===== config.mk =====
export PLATFORM = sky130hd
export DESIGN_NAME = rtc_counter_and_osc_control
export DESIGN_NICKNAME = d
export VERILOG_FILES = /design/src/design/rtc_pkg.sv /design/src/design/rtc_counter_and_osc_control.sv
export VERILOG_INCLUDE_DIRS = /design/src /design/src/design
export SDC_FILE = /design/constraint.sdc
export NUM_CORES = 1
export LEC_CHECK = 0
export ABC_AREA = 1
export BUFFER_PORTS_ARGS = -buffer_cell sky130_fd_sc_hd__buf_2
export CAP_MARGIN = 25
export CELL_PAD_IN_SITES_DETAIL_PLACEMENT = 1
export CELL_PAD_IN_SITES_GLOBAL_PLACEMENT = 1
export CORE_MARGIN = 2
export CORE_UTILIZATION = 45
export DETAILED_ROUTE_END_ITERATION = 6
export HOLD_SLACK_MARGIN = 0.15
export PLACE_DENSITY = 0.93
export SLEW_MARGIN = 30
export SYNTH_ARGS = -nofsm -noshare
export SYNTH_HDL_FRONTEND = slang
export SYNTH_SLANG_ARGS = --single-unit

===== constraint.sdc =====
create_clock -name aclk -period 4.3 [get_ports aclk]
set_input_delay 0.215 -clock aclk [delete_from_list [all_inputs] [get_ports aclk]]
set_output_delay 0.215 -clock aclk [all_outputs]
set_load 0.05 [all_outputs]

===== src/design/rtc_regs.svh =====
// Register indices, field positions, reset values and timing counts of the RTC block
`ifndef RTC_REGS_SVH
`define RTC_REGS_SVH
// ==========================================
// Register indices (byte address = 4 * index)
`define RTC_IDX_CONTROL 10'h019
`define RTC_IDX_SUBSEC 10'h01A
`define RTC_IDX_SEC_HIGH 10'h01B
`define RTC_IDX_SEC_LOW 10'h01C
`define RTC_IDX_ALARM_RELOAD 10'h01D
`define RTC_IDX_INT_STATUS 10'h020
`define RTC_IDX_INT_MASK 10'h021
`define RTC_IDX_TRIM 10'h022
// ==========================================
// Control register field positions
`define RTC_CTRL_ENABLE_BIT 0
`define RTC_CTRL_ALARM_EN_BIT 1
`define RTC_CTRL_BUSY_BIT 3
`define RTC_CTRL_READY_BIT 4
`define RTC_CTRL_FLAG_BIT 7
`define RTC_CTRL_MODE_LSB 10
`define RTC_CTRL_BYPASS_BIT 12
`define RTC_CTRL_SLOW_RDY_BIT 13
`define RTC_CTRL_DISABLE_BIT 14
`define RTC_CTRL_WREN_BIT 15
`define RTC_STAT_FLAG_BIT 0
// ==========================================
// Reset values
`define RTC_RST_MODE 2'h0
`define RTC_RST_TRIM 8'h00
`define RTC_RST_MASK 1'h0
// ==========================================
// Timing
`define RTC_CLK_MHZ 250
`define RTC_WARMUP_MS 250
`define RTC_WARMUP_CYCLES (`RTC_WARMUP_MS * 1000 * `RTC_CLK_MHZ)
`define RTC_SLOW_HZ 32768
`define RTC_TICK_HZ 256
`define RTC_PRESCALE_DIV (`RTC_SLOW_HZ / `RTC_TICK_HZ)
// ==========================================
// Bus responses
`define RTC_RESP_OKAY 2'h0
`define RTC_RESP_SLVERR 2'h2
`endif


===== src/design/rtc_pkg.sv =====
// Types shared by the RTC counter and oscillator control block
package rtc_pkg;
   // Oscillator warm-up states
   typedef enum logic [1:0] {OSC_OFF, OSC_WARM, OSC_READY} osc_state_t;
   // Software write waiting to enter the counter chain
   typedef struct packed {
      logic sub_v;
      logic high_v;
      logic low_v;
      logic [15:0] data;
   } pend_t;
   // Oscillator control fields
   typedef struct packed {
      logic wren;
      logic disable_in;
      logic bypass;
      logic [1:0] mode;
   } osc_ctrl_t;
endpackage


===== src/design/rtc_counter_and_osc_control.sv =====
// RTC counter chain, subsecond alarm and slow clock input control with AXI4-Lite registers
`timescale 1ns/1ps
`include "rtc_regs.svh"

// Summary of operation
// - Bypass set disables oscillator, external clock used
// - Internal oscillator needs 250 ms warm-up
// - Bypass writable only while RTC disabled
// - Ready flag set after warm-up, read-only
// - Ready cleared by disable, or by mode change outside bypass
// - Input disable stops slow circuitry, RTC-off only
// - Slow source stays running in stop mode
// - Enable and trim writable only when unprotected
// - Counters, alarm reload and alarm timer survive every reset
// - Counter writes need RTC off, not busy
// - Subsecond counter counts 256 Hz ticks
// - Subsecond rollover increments 32-bit seconds
// - Seconds exposed as high and low halves
// - Alarm reload writable when idle and stopped
// - Alarm autoreload sets the alarm flag
// - Unmasked enabled alarm flag raises interrupt
module rtc_counter_and_osc_control
   import rtc_pkg::*;
#(parameter int unsigned WARMUP_CYCLES = `RTC_WARMUP_CYCLES) (
   // Clock and reset
   input wire logic aclk,
   input wire logic aresetn,
   // AXI4-Lite write address and data
   input wire logic [31:0] s_axi_awaddr,
   input wire logic s_axi_awvalid,
   output logic s_axi_awready,
   input wire logic [31:0] s_axi_wdata,
   input wire logic [3:0] s_axi_wstrb,
   input wire logic s_axi_wvalid,
   output logic s_axi_wready,
   // AXI4-Lite write response
   output logic [1:0] s_axi_bresp,
   output logic s_axi_bvalid,
   input wire logic s_axi_bready,
   // AXI4-Lite read
   input wire logic [31:0] s_axi_araddr,
   input wire logic s_axi_arvalid,
   output logic s_axi_arready,
   output logic [31:0] s_axi_rdata,
   output logic [1:0] s_axi_rresp,
   output logic s_axi_rvalid,
   input wire logic s_axi_rready,
   // Slow clock pin and oscillator controls
   input wire logic crystal_in,
   output logic osc_internal_enable,
   output logic slow_circuit_enable,
   output logic slow_clock_ready,
   // Interrupt
   output logic irq
);
   // ==========================================
   // State declarations
   logic [9:0] aw_index_reg; // Write index
   logic aw_hold_reg, w_hold_reg; // Halves held
   logic [31:0] w_data_reg, seconds_reg, warm_count_reg; // Write data, seconds, warm-up count
   logic [3:0] w_strb_reg; // Byte enables
   logic rtc_enable_reg, alarm_enable_reg; // Chain, alarm running
   osc_ctrl_t osc_reg; // Oscillator controls
   logic [7:0] trim_reg, reload_reg, alarm_timer_reg, subsec_reg; // Trim, alarm, subseconds
   logic flag_reg, mask_reg; // Alarm flag, mask
   logic busy_reg, ready_reg; // Transfer, stable
   pend_t pend_reg; // Pending counter write
   logic [6:0] prescale_reg; // Slow edges per tick
   logic [2:0] sync_reg; // Pin synchroniser
   logic slow_level_reg; // Filtered pin level
   osc_state_t osc_state_reg; // Warm-up state
   // ==========================================
   // Combinational decode
   logic do_write, wr_ok, rd_ok, ctrl_wr, cnt_wr_ok; // Write terms
   logic [31:0] wr_word, wr_old, rd_word; // Merged, current, read
   logic slow_edge, tick, count_en, alarm_hit; // Chain terms
   logic warm_restart, apply_pend; // Warm again, load
   osc_ctrl_t osc_next; // Control after write
   // Register readback, shared by read channel and byte merge
   function automatic logic [32:0] readback(input logic [9:0] idx);
      logic [32:0] r;
      r = {1'h1, 32'h0000_0000};
      case (idx)
         `RTC_IDX_CONTROL: begin
            r[`RTC_CTRL_ENABLE_BIT] = rtc_enable_reg;
            r[`RTC_CTRL_ALARM_EN_BIT] = alarm_enable_reg;
            r[`RTC_CTRL_BUSY_BIT] = busy_reg;
            r[`RTC_CTRL_READY_BIT] = ready_reg;
            r[`RTC_CTRL_FLAG_BIT] = flag_reg;
            r[`RTC_CTRL_MODE_LSB +: 2] = osc_reg.mode;
            r[`RTC_CTRL_BYPASS_BIT] = osc_reg.bypass;
            r[`RTC_CTRL_SLOW_RDY_BIT] = slow_clock_ready;
            r[`RTC_CTRL_DISABLE_BIT] = osc_reg.disable_in;
            r[`RTC_CTRL_WREN_BIT] = osc_reg.wren;
         end
         `RTC_IDX_SUBSEC: r[7:0] = subsec_reg; // Always readable
         `RTC_IDX_SEC_HIGH: r[15:0] = seconds_reg[31:16];
         `RTC_IDX_SEC_LOW: r[15:0] = seconds_reg[15:0];
         `RTC_IDX_ALARM_RELOAD: r[7:0] = reload_reg;
         `RTC_IDX_INT_STATUS: r[`RTC_STAT_FLAG_BIT] = flag_reg;
         `RTC_IDX_INT_MASK: r[`RTC_STAT_FLAG_BIT] = mask_reg;
         `RTC_IDX_TRIM: r[7:0] = trim_reg;
         default: r[32] = 1'h0; // Unmapped
      endcase
      return r;
   endfunction
   // Write strobe and merge; refused writes still answer OKAY
   always_comb begin
      do_write = aw_hold_reg && w_hold_reg && !s_axi_bvalid;
      {wr_ok, wr_old} = readback(aw_index_reg);
      {rd_ok, rd_word} = readback(s_axi_araddr[11:2]);
      for (int i = 0; i < 4; i++) begin
         wr_word[8*i +: 8] = w_strb_reg[i] ? w_data_reg[8*i +: 8] : wr_old[8*i +: 8];
      end
      ctrl_wr = do_write && (aw_index_reg == `RTC_IDX_CONTROL);
      cnt_wr_ok = do_write && !rtc_enable_reg && !busy_reg;
   end
   // Next oscillator controls; bypass and disable locked while the RTC runs
   always_comb begin
      osc_next = osc_reg;
      if (ctrl_wr) begin
         osc_next.wren = wr_word[`RTC_CTRL_WREN_BIT];
         osc_next.mode = wr_word[`RTC_CTRL_MODE_LSB +: 2];
         if (!rtc_enable_reg) begin
            osc_next.bypass = wr_word[`RTC_CTRL_BYPASS_BIT];
            osc_next.disable_in = wr_word[`RTC_CTRL_DISABLE_BIT];
         end
      end
   end
   // Chain timing; warm-up restarts when the oscillator turns on or its mode changes
   always_comb begin
      warm_restart = !osc_next.disable_in && !osc_next.bypass
         && (osc_reg.disable_in || osc_reg.bypass || (osc_next.mode != osc_reg.mode));
      slow_edge = sync_reg[2] && sync_reg[1] && !slow_level_reg && !osc_reg.disable_in;
      tick = slow_edge && (prescale_reg == 7'(`RTC_PRESCALE_DIV - 1));
      count_en = rtc_enable_reg && slow_clock_ready && !busy_reg;
      alarm_hit = tick && count_en && alarm_enable_reg && (alarm_timer_reg == 8'h00);
      apply_pend = busy_reg && (slow_edge || osc_reg.disable_in);
   end
   // ==========================================
   // AXI4-Lite write channels: address and data taken in either order
   always_ff @(posedge aclk) begin
      if (!aresetn) begin
         aw_hold_reg <= 1'h0;
         aw_index_reg <= 10'h000;
         s_axi_awready <= 1'h1;
      end else if (s_axi_awvalid && s_axi_awready) begin
         aw_hold_reg <= 1'h1;
         aw_index_reg <= s_axi_awaddr[11:2];
         s_axi_awready <= 1'h0;
      end else if (do_write) begin
         aw_hold_reg <= 1'h0;
      end else if (s_axi_bvalid && s_axi_bready) begin
         s_axi_awready <= 1'h1; // Reopen after response
      end
   end
   // Write data holding
   always_ff @(posedge aclk) begin
      if (!aresetn) begin
         w_hold_reg <= 1'h0;
         w_data_reg <= 32'h0000_0000;
         w_strb_reg <= 4'h0;
         s_axi_wready <= 1'h1;
      end else if (s_axi_wvalid && s_axi_wready) begin
         w_hold_reg <= 1'h1;
         w_data_reg <= s_axi_wdata;
         w_strb_reg <= s_axi_wstrb;
         s_axi_wready <= 1'h0;
      end else if (do_write) begin
         w_hold_reg <= 1'h0;
      end else if (s_axi_bvalid && s_axi_bready) begin
         s_axi_wready <= 1'h1;
      end
   end
   // Write response, one cycle after both halves held
   always_ff @(posedge aclk) begin
      if (!aresetn) begin
         s_axi_bvalid <= 1'h0;
         s_axi_bresp <= `RTC_RESP_OKAY;
      end else if (do_write) begin
         s_axi_bvalid <= 1'h1;
         s_axi_bresp <= wr_ok ? `RTC_RESP_OKAY : `RTC_RESP_SLVERR;
      end else if (s_axi_bready) begin
         s_axi_bvalid <= 1'h0;
      end
   end
   // Read channel, data one cycle after address taken
   always_ff @(posedge aclk) begin
      if (!aresetn) begin
         s_axi_arready <= 1'h1;
         s_axi_rvalid <= 1'h0;
         s_axi_rdata <= 32'h0000_0000;
         s_axi_rresp <= `RTC_RESP_OKAY;
      end else if (s_axi_arvalid && s_axi_arready) begin
         s_axi_arready <= 1'h0;
         s_axi_rvalid <= 1'h1;
         s_axi_rdata <= rd_word;
         s_axi_rresp <= rd_ok ? `RTC_RESP_OKAY : `RTC_RESP_SLVERR;
      end else if (s_axi_rvalid && s_axi_rready) begin
         s_axi_rvalid <= 1'h0;
         s_axi_arready <= 1'h1;
      end
   end
   // ==========================================
   // Control register; enable and trim locked unless unprotected
   always_ff @(posedge aclk) begin
      if (!aresetn) begin
         rtc_enable_reg <= 1'h0;
         alarm_enable_reg <= 1'h0;
         trim_reg <= `RTC_RST_TRIM;
         osc_reg <= '{wren: 1'h0, disable_in: 1'h0, bypass: 1'h0, mode: `RTC_RST_MODE};
      end else begin
         osc_reg <= osc_next;
         if (ctrl_wr) begin
            alarm_enable_reg <= wr_word[`RTC_CTRL_ALARM_EN_BIT];
            if (osc_reg.wren) begin
               rtc_enable_reg <= wr_word[`RTC_CTRL_ENABLE_BIT];
            end
         end
         if (do_write && (aw_index_reg == `RTC_IDX_TRIM) && osc_reg.wren) begin
            trim_reg <= wr_word[7:0];
         end
      end
   end
   // Sticky alarm flag and mask; a set beats a same-cycle clear
   always_ff @(posedge aclk) begin
      if (!aresetn) begin
         flag_reg <= 1'h0;
         mask_reg <= `RTC_RST_MASK;
      end else begin
         if (alarm_hit) begin
            flag_reg <= 1'h1;
         end else if (do_write && (aw_index_reg == `RTC_IDX_INT_STATUS) && wr_word[`RTC_STAT_FLAG_BIT]) begin
            flag_reg <= 1'h0; // Write one to clear
         end
         if (do_write && (aw_index_reg == `RTC_IDX_INT_MASK)) begin
            mask_reg <= wr_word[`RTC_STAT_FLAG_BIT];
         end
      end
   end
   // Interrupt level from flops
   always_ff @(posedge aclk) begin
      if (!aresetn) begin
         irq <= 1'h0;
      end else begin
         irq <= flag_reg && mask_reg && alarm_enable_reg;
      end
   end
   // ==========================================
   // Counter write transfer; lands in the chain on a slow edge, or at once while the input is disabled
   always_ff @(posedge aclk) begin
      if (!aresetn) begin
         busy_reg <= 1'h0;
         ready_reg <= 1'h1;
         pend_reg <= '0;
      end else if (apply_pend) begin
         busy_reg <= 1'h0;
         ready_reg <= 1'h0; // Settle one cycle after the load
         pend_reg <= '0;
      end else if (cnt_wr_ok && (aw_index_reg inside {`RTC_IDX_SUBSEC, `RTC_IDX_SEC_HIGH, `RTC_IDX_SEC_LOW})) begin
         busy_reg <= 1'h1;
         ready_reg <= 1'h0;
         pend_reg.sub_v <= (aw_index_reg == `RTC_IDX_SUBSEC);
         pend_reg.high_v <= (aw_index_reg == `RTC_IDX_SEC_HIGH);
         pend_reg.low_v <= (aw_index_reg == `RTC_IDX_SEC_LOW);
         pend_reg.data <= wr_word[15:0];
      end else begin
         ready_reg <= !busy_reg && !tick; // Not stable while the chain ripples
      end
   end
   // Counter chain; no reset so values survive every reset
   always_ff @(posedge aclk) begin
      if (apply_pend) begin
         if (pend_reg.sub_v) begin
            subsec_reg <= pend_reg.data[7:0];
         end
         if (pend_reg.high_v) begin
            seconds_reg[31:16] <= pend_reg.data;
         end
         if (pend_reg.low_v) begin
            seconds_reg[15:0] <= pend_reg.data;
         end
      end else if (tick && count_en) begin
         subsec_reg <= subsec_reg + 8'h01;
         if (subsec_reg == 8'hFF) begin
            seconds_reg <= seconds_reg + 32'h0000_0001;
         end
      end
   end
   // Alarm reload and timer, also kept through reset
   always_ff @(posedge aclk) begin
      if (do_write && (aw_index_reg == `RTC_IDX_ALARM_RELOAD) && !busy_reg
          && (!alarm_enable_reg || !rtc_enable_reg)) begin
         reload_reg <= wr_word[7:0];
         alarm_timer_reg <= wr_word[7:0]; // Restart, so it never counts from an unknown value
      end
      if (alarm_hit) begin
         alarm_timer_reg <= reload_reg; // Autoreload
      end else if (tick && count_en && alarm_enable_reg) begin
         alarm_timer_reg <= alarm_timer_reg - 8'h01;
      end
   end
   // ==========================================
   // Pin sampling; crystal or external clock share this path
   always_ff @(posedge aclk) begin
      if (!aresetn) begin
         sync_reg <= 3'h0;
         slow_level_reg <= 1'h0;
      end else begin
         sync_reg <= {sync_reg[1:0], crystal_in};
         if (sync_reg[2] == sync_reg[1]) begin
            slow_level_reg <= sync_reg[2]; // Stages two and three agree
         end
      end
   end
   // Prescaler from slow edges to 256 Hz
   always_ff @(posedge aclk) begin
      if (!aresetn) begin
         prescale_reg <= 7'h00;
      end else if (slow_edge) begin
         prescale_reg <= prescale_reg + 7'h01; // Wraps at the divide count
      end
   end
   // Warm-up state machine
   always_ff @(posedge aclk) begin
      if (!aresetn) begin
         osc_state_reg <= OSC_WARM;
         warm_count_reg <= 32'h0000_0000;
      end else if (osc_next.disable_in) begin
         osc_state_reg <= OSC_OFF;
         warm_count_reg <= 32'h0000_0000;
      end else if (warm_restart) begin
         osc_state_reg <= OSC_WARM;
         warm_count_reg <= 32'h0000_0000;
      end else begin
         case (osc_state_reg)
            OSC_OFF: begin
               osc_state_reg <= osc_next.bypass ? OSC_READY : OSC_WARM;
            end
            OSC_WARM: begin
               if (osc_reg.bypass || (warm_count_reg >= WARMUP_CYCLES - 1)) begin
                  osc_state_reg <= OSC_READY;
               end else begin
                  warm_count_reg <= warm_count_reg + 32'h0000_0001;
               end
            end
            OSC_READY: osc_state_reg <= OSC_READY;
            default: osc_state_reg <= OSC_OFF;
         endcase
      end
   end
   // Oscillator outputs; no stop-mode term, so the source runs in stop
   always_ff @(posedge aclk) begin
      if (!aresetn) begin
         osc_internal_enable <= 1'h0;
         slow_circuit_enable <= 1'h0;
         slow_clock_ready <= 1'h0;
      end else begin
         osc_internal_enable <= !osc_reg.disable_in && !osc_reg.bypass;
         slow_circuit_enable <= !osc_reg.disable_in;
         slow_clock_ready <= (osc_state_reg == OSC_READY) && !osc_next.disable_in && !warm_restart;
      end
   end
endmodule // rtc_counter_and_osc_control


## Word-level counts from Yosys, hierarchy flattened

Index checks and enable logic that the tools add are counted.

- Multiplexer cells: 57
- Divide/modulo/power cells: 0
- Reductions and logical operators: 77
- Equality and inequality tests: 29
- Multipliers: 0
- Magnitude comparators: 1
- Add/subtract/negate cells: 5
- Shift operators: 0
- Bitwise gates (word level): 2

Operators by type and width:

| cell | count |
|---|---|
| $eq 10x5->1 const B | 10 |
| $mux 32 | 3 |
| $add 32x1->32 const B | 2 |
| $mux 8 | 8 |
| $eq 10x6->1 const B | 6 |
| $logic_and 1x1->1 | 37 |
| $pmux 6 s3 | 2 |
| $ge 32x26->1 const B | 1 |
| $mux 16 | 2 |
| $pmux 1 s6 | 4 |
| $pmux 2 s6 | 2 |
| $mux 1 | 21 |
| $pmux 2 s5 | 2 |
| $reduce_bool 2->1 | 9 |
| $pmux 1 s8 | 2 |
| $reduce_or 8->1 | 2 |
| $logic_not 1->1 | 11 |
| $mux 2 | 5 |
| $pmux 1 s5 | 2 |
| $reduce_and 2->1 | 5 |
| $add 8x1->8 const B | 1 |
| $eq 8x8->1 const B | 1 |
| $logic_not 8->1 | 1 |
| $ne 2x2->1 const B | 4 |
| 19 further kinds | 28 |

- Input port bits: 108
- Memory bits (writable): 0
- Output and inout port bits: 45
- Flip-flop bits (word level): 198
- Latch bits: 0
- Logic and storage cells: 214
- Bits in read-only memories: 0
- Memories: 0

## Longest topological paths before layout

Gate-level depths: netlist of the first run.

- Depth in word-level cells: 10
- Depth in mapped cells: 16
- Depth with buffers taken out: 16

## Worst setup path before layout of the first run

No wires, ideal clock.

- Path type: reg2reg
- Start point: register aw_index_reg[0]
- End point: register alarm_timer_reg[0] (enable)
- Cell stages (with the launch flop): 8
- Path buffers: 0
- Period minus slack after synthesis: 2.373 ns
- Data required time: 3.990 ns
- Setup time: 0.310 ns
- Arrival time: 2.062 ns
- Slack: 1.927 ns
- Path through: dfxtp_1 > nand2_2 > inv_2 > nand2_1 > nor3_2 > inv_1 > a2111oi_2 > or2_2

- Cells in the longest elaborated chain, start to end: 5

RTL lines:

| item | line | source |
|---|---|---|
| start: declaration | rtc_counter_and_osc_control.sv:58 | `logic [9:0] aw_index_reg;` |
| start signal: assignment | rtc_counter_and_osc_control.sv:149 | `aw_index_reg <= s_axi_awaddr[11:2];` |
| $eq 10x5->1 | -- |  |
| $logic_and 1x1->1 (3 in series) | rtc_counter_and_osc_control.sv:292 | `` if (do_write && (aw_index_reg == `RTC_IDX_ALARM_RELOAD) && !busy_reg `` |
| $reduce_bool 3->1 (no source line) | -- |  |
| end signal: assignment | rtc_counter_and_osc_control.sv:295 | `alarm_timer_reg <= wr_word[7:0];` |
| end signal: assignment | rtc_counter_and_osc_control.sv:298 | `alarm_timer_reg <= reload_reg;` |
| end signal: assignment | rtc_counter_and_osc_control.sv:300 | `alarm_timer_reg <= alarm_timer_reg - 8'h01;` |
| end: declaration | rtc_counter_and_osc_control.sv:64 | `logic [7:0] trim_reg, reload_reg, alarm_timer_reg, subsec_reg;` |

No other way between the ends.
A chain may end at the register's enable or synchronous reset.

## Worst setup path after layout of the first run

- Start point: register aw_index_reg[9]
- End point: register pend_reg[12] in the netlist's numbering

- Cells in the longest elaborated chain, start to end: 3
- Elaborated cells on any way between the ends: 8
- Those cells by class: eq/ne: 4; mux: 2; reduce/logical: 2

RTL lines:

| item | line | source |
|---|---|---|
| $eq 10x5->1 (on tied branches) | rtc_counter_and_osc_control.sv:83, rtc_counter_and_osc_control.sv:260 |  |
| $pmux 6 s3 / $reduce_bool 3->1 (equally long branches) | rtc_counter_and_osc_control.sv:83, rtc_counter_and_osc_control.sv:260 |  |
| $mux 8 / $logic_and 1x1->1 (equally long branches) | rtc_counter_and_osc_control.sv:113, rtc_counter_and_osc_control.sv:260 |  |
| end: declaration | rtc_counter_and_osc_control.sv:67 | `pend_t pend_reg;` |

Parallel ways exist; a longest one is shown, timed or not.

==> results_dict.tcl, run 1 <==
set metrics [dict create \
    groute.usage.overall 0.324 \
    detail-route-antenna-nets 0 \
    ys_seq_area_frac 0.426 \
    viasPerCell 6.02 \
    synth_area_leader_cell "sky130_fd_sc_hd__dfxtp_1" \
    finalNetCount 1604 \
    critPathSlowestCell "sky130_fd_sc_hd__inv_2" \
    drc_errors 0 \
    insertion_delay_ps 460 \
    drt_first_iter_violations 1053 \
    level_count_of_the_clock_h_tree 4 \
    dp_cells 1749 \
    yosys-top-cells-area "sky130_fd_sc_hd__dfxtp_1 27%, sky130_fd_sc_hd__edfxtp_1 16%, sky130_fd_sc_hd__nand2_1 9.1%" \
    yosys_warnings 0 \
    route.vias.total 10900 \
    finalCriticalPeriod_ps 3050 \
    synth_top_area_share 0.266 \
    synthesis.area_per_instance_um2 7.53 \
    grt_pass1_wl_mm 61.5 \
    critical_path_most_common_cell "sky130_fd_sc_hd__inv_2" \
    timing.final.max_slew_violations 0 \
    timing.critical_path.cells "nor2_4 > inv_2 > nor2_4 > nand2_2 > nor2_1 > inv_2 > nand3_2 > nand2_2 > inv_2 > nand3_1 > o211ai_1 > inv_1" \
    clock-root-buffer "sky130_fd_sc_hd__clkbuf_16" \
    wl_per_cell_um 21.8 \
    clock_tree_buf_depth 2 \
    worst_setup_path_start_kind "flip-flop" \
    fp.dieArea_um2 24600 \
    row_count 55 \
    crit_path_max_fanout 30 \
    total_leakage_power_nw 4.95 \
    tightestPinTransition_ps 947 \
    synth_enable_flop_cells 56 \
    drtPass1Iterations 6 \
    async_reset_ff_frac 0 \
    report.final.hold_viol_count 0 \
    outcome "completed" \
    rsz0062_at_grt "false" \
    critPathRequiredTime_ps 4640 \
    routed_wl_mm 39.6 \
    synthDistinctLibCells 52 \
    post_layout_nonfiller_instances 1813 \
    clock-skew-final_ps 20.9 \
    achievable_freq_mhz 328 \
    netlist_instances 1397 \
    cts_sinks 196 \
    dpl.hpwl_mm 25.6 \
    cts.reportedPaths.clkPinSlew_ps 80 \
    die_height_um 157 \
    yosys_register_bits 196 \
    criticalPathCategory "reg -> reg" \
    cts_tree "yes" \
    grt_start_max_net_pins 67 \
    synth_flop_cell "sky130_fd_sc_hd__dfxtp_1" \
    sum_of_overflow_across_all_layers_after_global_routing 0 \
    place.port_buffers 72 \
    antenna_found_initial 2 \
    timing.critical_path.arrival_ps 3390 \
    final_layout_size_suffix_gt1_frac 0.123 \
    design.portCount 153 \
    tritoncts.num_buffers 17 \
    power_density_nw_per_um2 359 \
    design.core.area_um2 22800 \
    maxCapViolations 0 \
    place_congestion 0.947 \
    fin_setup_tns_ps 0 \
    floorplan.initialDensity 0.462 \
    slew-limit-headroom 0.367 \
    timing.final.setup_violations 0 \
    floorplan.die.width_um 157 \
    syn_to_final_growth_pct 13.9 \
    ir_worst_vdd_uv 270 \
    setup.worst_path.end_class "flip-flop" \
    first_global_vias 11300 \
    min_period_over_period 0.709 \
    min_path_type "in -> reg" \
    critical_path.max_stage_delay_ps 520 \
    post_synth_instance_area_um2 10500 \
]
-- Yosys cell counts, types with 2 or more instances --
library cell               count
sky130_fd_sc_hd__o211ai_1      9
sky130_fd_sc_hd__a31oi_1       3
sky130_fd_sc_hd__ha_1         10
sky130_fd_sc_hd__inv_2        16
sky130_fd_sc_hd__a21oi_2      12
sky130_fd_sc_hd__nand4_1      35
sky130_fd_sc_hd__o22ai_1      24
sky130_fd_sc_hd__clkbuf_1     24
sky130_fd_sc_hd__nor3_1       34
sky130_fd_sc_hd__o31ai_1      13
sky130_fd_sc_hd__nor4_1       14
sky130_fd_sc_hd__nand3b_1      3
sky130_fd_sc_hd__dfxtp_1     140
sky130_fd_sc_hd__nand3_2       6
sky130_fd_sc_hd__nor3_2        5
sky130_fd_sc_hd__xnor2_1      11
sky130_fd_sc_hd__o221ai_1     11
sky130_fd_sc_hd__nand3_1      57
sky130_fd_sc_hd__buf_4        21
sky130_fd_sc_hd__buf_6         4
sky130_fd_sc_hd__a22oi_1       2
sky130_fd_sc_hd__xor2_1       24
sky130_fd_sc_hd__a211oi_1      2
sky130_fd_sc_hd__nand2_1     256
sky130_fd_sc_hd__nand2_2       6
sky130_fd_sc_hd__nor2_2        9
sky130_fd_sc_hd__edfxtp_1     56
sky130_fd_sc_hd__o21ai_0     112
sky130_fd_sc_hd__o21a_1        3
sky130_fd_sc_hd__o21ai_1      14
sky130_fd_sc_hd__nor2_1      165
sky130_fd_sc_hd__nor2_4        7
sky130_fd_sc_hd__buf_2         8
sky130_fd_sc_hd__a221oi_1      9
sky130_fd_sc_hd__nor3_4        2
sky130_fd_sc_hd__a21oi_1      78
sky130_fd_sc_hd__inv_1       174
sky130_fd_sc_hd__a41oi_1       3
sky130_fd_sc_hd__buf_1         2
-- report_power, final --
part	internal, mW	switching, mW	total [mW]	leakage, nW
sequential	1.95	0.0539	2.01	1.65
combinational	0.161	0.435	0.596	3.01
clock	0.829	0.869	1.70	0.285
total	2.94	1.36	4.30	4.95
-- cell type report --
| cell class | instances | area (um2) |
|---|---|---|
| Fill cell | 2880 | 10800 |
| Inverter | 191 | 717 |
| Antenna cell | 1 | 2.50 |
| Multi-Input combinational cell | 968 | 5050 |
| Tap cell | 313 | 392 |
| Clock buffer | 17 | 425 |
| Timing Repair Buffer | 112 | 738 |
| Sequential cell | 196 | 4480 |
| Clock inverter | 15 | 173 |
-- metal layers --
metal / part of all wire / global-route usage / wire [um] / vias up
met5: 0.00033 / 0 / 13 / -
met4: 0.050 / 0.163 / 1970 / 2
met3: 0.084 / 0.0620 / 3340 / 178
met2: 0.47 / 0.543 / 18800 / 667
met1: 0.39 / 0.398 / 15500 / 5223
li1: - / - / - / 4847
-- layout by cell type, fill, tap and decap left out, types with 16 or more instances in the layout --
cell                            count
sky130_fd_sc_hd__edfxtp_1          56
sky130_fd_sc_hd__nor2_1           165
sky130_fd_sc_hd__xor2_1            24
sky130_fd_sc_hd__nand3_1           57
sky130_fd_sc_hd__inv_1            174
sky130_fd_sc_hd__buf_2             72
sky130_fd_sc_hd__a21oi_1           77
sky130_fd_sc_hd__nor3_1            34
sky130_fd_sc_hd__o22ai_1           24
sky130_fd_sc_hd__o21ai_0          112
sky130_fd_sc_hd__nand4_1           35
sky130_fd_sc_hd__clkbuf_16         17
sky130_fd_sc_hd__conb_1            18
sky130_fd_sc_hd__dlygate4sd3_1     31
sky130_fd_sc_hd__inv_2             16
sky130_fd_sc_hd__dfxtp_1          140
sky130_fd_sc_hd__nand2_1          256
-- per-stage QoR --
step	hold slack, ps	setup WS, ps	area [um2]	utilization	power (mW)
floorplan	313	1930	10600	-	2.45
global placement	404	1480	11100	0.486	2.57
detailed placement	411	1450	11100	0.486	2.60
CTS	212	1410	12000	0.526	4.23
global route	233	1090	12000	0.526	4.41
finish	207	1250	12000	0.526	4.30
-- logic make-up (layout without fill, tap and decap cells) --
family          Yosys count  after routing  share of synthesized area
xor+xnor                 35             35                     0.0291
buf+inv                 250            335                      0.101
fa+ha+maj                10             10                     0.0119
other cells               1             19                   0.000357
flops                   196            196                      0.426
compound gates          298            298                      0.166
simple gates            607            607                      0.266
-- path summary, 6_finish.rpt --
path	startpoint	cells after the start	end	slack (ps)
setup reg to reg	aw_index_reg[9]	12	pend_reg[12]	1250
hold / removal	s_axi_araddr[5]	4	s_axi_rdata[7]	210
setup / recovery	aw_index_reg[9]	12	pend_reg[12]	1250
hold reg to reg	sync_reg[0]	2	sync_reg[1]	430
-- worst max-delay path, delay by kind of cell, from the launching register on --
| kind | cells | cell delay, ps |
|---|---|---|
| buf+inv | 4 | 930 |
| flops | 1 | 340 |
| compound gates | 1 | 110 |
| simple gates | 7 | 1530 |
-- timing repair --
action | 4_1_cts | 5_1_grt
setup buffers | 0 | 0
hold buffers | 31 | 0
gates resized for setup | 0 | 0
hold endpoints to repair | 33 | 0
Power figures use the tool's default switching activity.
==> run 2, diff against run 1 <==
--- a/config.mk
+++ b/config.mk
@@ -12,10 +12,10 @@
 export CELL_PAD_IN_SITES_DETAIL_PLACEMENT = 1
 export CELL_PAD_IN_SITES_GLOBAL_PLACEMENT = 1
 export CORE_MARGIN = 2
-export CORE_UTILIZATION = 45
+export CORE_UTILIZATION = 42
 export DETAILED_ROUTE_END_ITERATION = 6
 export HOLD_SLACK_MARGIN = 0.15
-export PLACE_DENSITY = 0.93
+export PLACE_DENSITY = 0.88
 export SLEW_MARGIN = 30
 export SYNTH_ARGS = -nofsm -noshare
 export SYNTH_HDL_FRONTEND = slang
==> constraint.sdc (replaced) <==
create_clock -name aclk -period 3.1 [get_ports aclk]
set_input_delay 0.155 -clock aclk [delete_from_list [all_inputs] [get_ports aclk]]
set_output_delay 0.155 -clock aclk [all_outputs]
set_load 0.05 [all_outputs]
==> run 2 against run 1 <==
Net effect:
- die area is 7.0% higher
- clock skew shrank 5.9 ps
- via count shrank 4.6%
- maximum frequency up 5.1%
- global-route usage shrank 4.8 points
- cell count up 0.94%
- critical endpoint unchanged
- highest routed layer is now met4
==> results_dict.tcl, run 2 (synthesis results as in run 1) <==
set metrics [dict create \
    outcome "completed" \
    routed_wl_mm 35.9 \
    design.portCount 153 \
    worst_setup_path_start_kind "flip-flop" \
    place_congestion 0.946 \
    rsz0062_at_grt "false" \
    timing.final.max_slew_violations 0 \
    rr_startpoint "aw_index_reg[9]" \
    finalNetCount 1611 \
    power.share.switching 0.308 \
    cts.reportedPaths.clkPinSlew_ps 80 \
    clock-root-buffer "sky130_fd_sc_hd__clkbuf_16" \
    criticalPathCategory "reg -> reg" \
    mostFrequentLayoutCells "256 x sky130_fd_sc_hd__nand2_1, 174 x sky130_fd_sc_hd__inv_1, 164 x sky130_fd_sc_hd__nor2_1" \
    met2WireLength_mm 17.3 \
    wirelength_met1_mm 15.3 \
    slew-limit-headroom 0.371 \
    crit_path_max_fanout 30 \
    setup.worst_path.start "aw_index_reg[9]" \
    tritoncts.num_buffers 17 \
    fin_setup_tns_ps 0 \
    insertion_delay_ps 450 \
    finalCriticalPeriod_ps 2900 \
    top_layer_used "met4" \
    viasPerCell 5.69 \
    cts_tree "yes" \
    syn_to_final_growth_pct 14.2 \
    clock_tree_buf_depth 2 \
    critical_path.max_stage_delay_ps 380 \
    routed-wl-met3_mm 2.14 \
    tightestPinTransition_ps 940 \
    area_taken_by_multi_input_logic_gates_um2 5050 \
    place.port_buffers 72 \
    fp.dieArea_um2 26300 \
    row_count 57 \
    ir_worst_vdd_uv 317 \
    reg2reg_setup_slack_ps 200 \
    grt_start_max_net_pins 66 \
    wl_per_cell_um 19.6 \
    ff_latch_area_um2 4480 \
    antenna_found_initial 0 \
    hold_wc_startpoint "s_axi_araddr[5]" \
    power_density_nw_per_um2 483 \
    route.vias.total 10400 \
    layout_commonest_cell "sky130_fd_sc_hd__nand2_1" \
    report.final.hold_viol_count 0 \
    min_period_over_period 0.935 \
    achievable_freq_mhz 345 \
    floorplan.initialDensity 0.430 \
    maxCapViolations 0 \
    total_leakage_power_nw 4.97 \
    final_layout_size_suffix_gt1_frac 0.127 \
    final.hold.worst_slack_ps 177 \
    first_global_vias 10700 \
    timing.final.setup_violations 0 \
    timing.critical_path.cells "nor2_4 > inv_2 > nor2_4 > nand2_2 > nor2_1 > inv_2 > nand3_2 > nand2_2 > clkinv_2 > nand3_1 > o211ai_1 > inv_1" \
    drtPass1Iterations 5 \
    min_path_type "in -> reg" \
    dpl.hpwl_mm 25.9 \
    postCtsSetupBuffers 0 \
    count_of_fill_cells_added_during_filler_insertion 3094 \
    total_switching_power_mw 1.79 \
    grt_pass1_wl_mm 57.3 \
    sum_of_overflow_across_all_layers_after_global_routing 0 \
    critPathRequiredTime_ps 3420 \
    level_count_of_the_clock_h_tree 4 \
    critPathSlowestCell "sky130_fd_sc_hd__nor2_1" \
    groute.usage.overall 0.276 \
    clock-skew-final_ps 15.0 \
    power.combinational.fraction 0.143 \
    drt_first_iter_violations 942 \
    setup.worst_path.end_class "flip-flop" \
    detail-route-antenna-nets 0 \
    drc_errors 0 \
    p_int_mw 4.01 \
    power.total_mw 5.80 \
    p_seq_frac 0.479 \
    timing.critical_path.arrival_ps 3220 \
    design.core.area_um2 24500 \
    share_clk_of_total_power 0.378 \
    cts_sinks 196 \
    die_height_um 162 \
    floorplan.die.width_um 162 \
    antenna-diode-count 0 \
]
## run 2: final cells by class
cell class	count	area share
Clock inverter	14	0.0117
Inverter	191	0.0598
Clock buffer	18	0.0357
Tap cell	324	0.0337
Timing Repair Buffer	119	0.0658
Sequential cell	196	0.373
Multi-Input combinational cell	968	0.420
## run 2: worst max-delay path, delay by kind of cell (launching register included)
kind / cells / cell delay (ps)
simple gates: 7 / 1500
flops: 1 / 340
buf+inv: 4 / 760
compound gates: 1 / 180
## run 2: worst paths after layout
| kind | endpoint | depth (start not counted) |
|---|---|---|
| setup reg to reg | pend_reg[12] | 12 |
| setup / recovery | pend_reg[12] | 12 |
| hold reg to reg | sync_reg[1] | 2 |
| hold / removal | s_axi_rdata[7] | 4 |
## run 2: what timing repair did
action,4_1_cts,5_1_grt
hold buffers,31,0
endpoints found under the setup margin,0,2
resized for setup,0,2
hold endpoints to repair,34,0
## run 2: per-stage QoR
stage	worst slack [ps]	std cells	util	area, um2
CTS	156	1830	0.491	12000
finish	201	1830	0.491	12000
floorplan	727	1414	-	10600
global placement	508	1767	0.455	11100
global route	64.1	1830	0.491	12000
detailed placement	350	1767	0.455	11100
## run 2: power by group through the flow
stage | combinational (mW) | clock (mW) | sequential, mW
after CTS | 0.821 | 2.21 | 2.78
after global placement | 0.762 | 0 | 2.83
final | 0.830 | 2.19 | 2.78
after floorplan | 0.517 | 0 | 2.88
after detailed placement | 0.787 | 0 | 2.84
after global routing | 0.912 | 2.30 | 2.79
## run 2: metal layers
metal,vias to the layer above,track usage
met3,73,0.0488
met2,390,0.468
met1,5115,0.351
li1,4839,-
met4,0,0.107
met5,-,0
==> run 3, diff against run 2 <==
==> constraint.sdc (replaced) <==
create_clock -name aclk -period 3.1 [get_ports aclk]
set_input_delay 0.31 -clock aclk [delete_from_list [all_inputs] [get_ports aclk]]
set_output_delay 0.31 -clock aclk [all_outputs]
set_load 0.05 [all_outputs]
==> run 3 against run 2 <==
Net effect:
- first-iteration DRC count shrank 5.9%
- clock power increased by 6%
- maximum frequency rose by 2.1%
- total power rose by 1.7%
- highest routed layer unchanged
==> results_dict.tcl, run 3 (synthesis results as in run 1) <==
set metrics [dict create \
    outcome "completed" \
    antenna-diode-count 0 \
    place_congestion 0.952 \
    post-route-worst-setup-slack_ps 261 \
    timing.critical_path.arrival_ps 3230 \
    fin_setup_tns_ps 0 \
    count_of_fill_cells_added_during_filler_insertion 3090 \
    level_count_of_the_clock_h_tree 4 \
    p_int_mw 4.10 \
    cts_tree "yes" \
    setup.worst_path.end_class "flip-flop" \
    power.share.switching 0.306 \
    maxCapViolations 0 \
    cts.reportedPaths.clkPinSlew_ps 80 \
    fp.dieArea_um2 26300 \
    dp_cells 1768 \
    final_layout_size_suffix_gt1_frac 0.129 \
    criticalPathCategory "reg -> reg" \
    total_switching_power_mw 1.81 \
    dpl.hpwl_mm 25.7 \
    post_layout_nonfiller_instances 1817 \
    design.portCount 153 \
    drc_errors 0 \
    first_global_vias 10800 \
    total_leakage_power_nw 4.94 \
    cp.buffers_inverters 4 \
    final.hold.worst_slack_ps 153 \
    viasPerCell 5.79 \
    report.final.hold_viol_count 0 \
    ir_worst_vdd_uv 343 \
    antenna_found_initial 0 \
    final_util 0.487 \
    syn_to_final_growth_pct 13.3 \
    crit_path_max_fanout 30 \
    finalNetCount 1598 \
    tritoncts.num_buffers 17 \
    place_worst_setup_slack_ps 460 \
    drtPass1Iterations 7 \
    finalCriticalPeriod_ps 2840 \
    place.port_buffers 72 \
    area_taken_by_multi_input_logic_gates_um2 5050 \
    min_period_over_period 0.916 \
    ff_latch_area_um2 4480 \
    clock-root-buffer "sky130_fd_sc_hd__clkbuf_16" \
    sum_of_overflow_across_all_layers_after_global_routing 0 \
    rsz0062_at_grt "false" \
    floorplan.initialDensity 0.430 \
    clock_tree_buf_depth 2 \
    power.total_mw 5.90 \
    insertion_delay_ps 450 \
    grt_pass1_wl_mm 57.3 \
    detail-route-antenna-nets 0 \
    cts_sinks 196 \
    power_density_nw_per_um2 496 \
    placed_cell_area_um2 11100 \
    critical_path.max_stage_delay_ps 460 \
    routed_wl_mm 35.9 \
    layout_commonest_cell "sky130_fd_sc_hd__nand2_1" \
    share_clk_of_total_power 0.392 \
    critPathRequiredTime_ps 3490 \
    route.vias.total 10500 \
    cpLargestDelayFamily "simple AND/OR/NAND/NOR gates" \
    p_seq_frac 0.471 \
    drt_first_iter_violations 886 \
    timing.final.max_slew_violations 0 \
    critPathSlowestCell "sky130_fd_sc_hd__inv_2" \
    cts_repair_resize_count 0 \
    row_count 57 \
    clock-skew-final_ps 16.3 \
    timing.final.setup_violations 0 \
    groute.usage.overall 0.278 \
    wl_per_cell_um 19.8 \
    slew-limit-headroom 0.376 \
    achievable_freq_mhz 352 \
    power.combinational.fraction 0.137 \
    tightestPinTransition_ps 926 \
    timing.critical_path.cells "inv_2 > nand2_1 > nor2_4 > nand2_2 > nor2_1 > inv_2 > nand3_2 > nand2_2 > inv_2 > nor2_1 > nor2_1 > o21ai_0 > inv_1" \
    mostFrequentLayoutCells "256 x sky130_fd_sc_hd__nand2_1, 174 x sky130_fd_sc_hd__inv_1, 164 x sky130_fd_sc_hd__nor2_1" \
    die_height_um 162 \
    floorplan.die.width_um 162 \
    post-route-cell-area_um2 11900 \
    design.core.area_um2 24500 \
    worst_setup_path_start_kind "flip-flop" \
    min_path_type "in -> reg" \
    grt_start_max_net_pins 66 \
]
## run 3: path summary, 6_finish.rpt
path / from / to / slack (ps) / cells past startpoint
min: s_axi_awaddr[11] / aw_index_reg[9] / 150 / 3
max reg2reg: aw_index_reg[7] / pend_reg[10] / 260 / 13
min reg2reg: sync_reg[0] / sync_reg[1] / 440 / 2
max: aw_index_reg[7] / pend_reg[10] / 260 / 13
## run 3: metal layers
metal  wire length (um)  track usage
met1              14500        0.338
met2              17600        0.480
met3               2610       0.0585
met4               1160        0.113
met5                  0            0
## run 3: power groups by stage
stage          combinational, mW  sequential, mW  clock [mW]
2_1_floorplan              0.517            2.88           0
3_3_place_gp               0.747            2.83           0
3_5_place_dp               0.782            2.84           0
4_1_cts                    0.808            2.78        2.33
5_1_grt                    0.891            2.79        2.43
6_report                   0.809            2.78        2.32
## run 3: cell type report
class,instances,area share
timing repair buffer,106,0.0552
clock buffer,17,0.0357
clock inverter,15,0.0150
inverter,191,0.0602
sequential,196,0.376
tap,324,0.0340
multi-input combinational,968,0.424
## run 3: worst min-delay path: cells and delay by family
| kind | cells | cell delay (ps) |
|---|---|---|
| buffers and inverters | 1 | 90 |
| AO/OA/AOI/OAI | 1 | 80 |
| AND/OR/NAND/NOR | 1 | 100 |
## run 3: repair_timing
action | in CTS | in global routing
endpoints found under the hold margin | 17 | 0
hold buffers | 17 | 0
setup buffers | 0 | 0
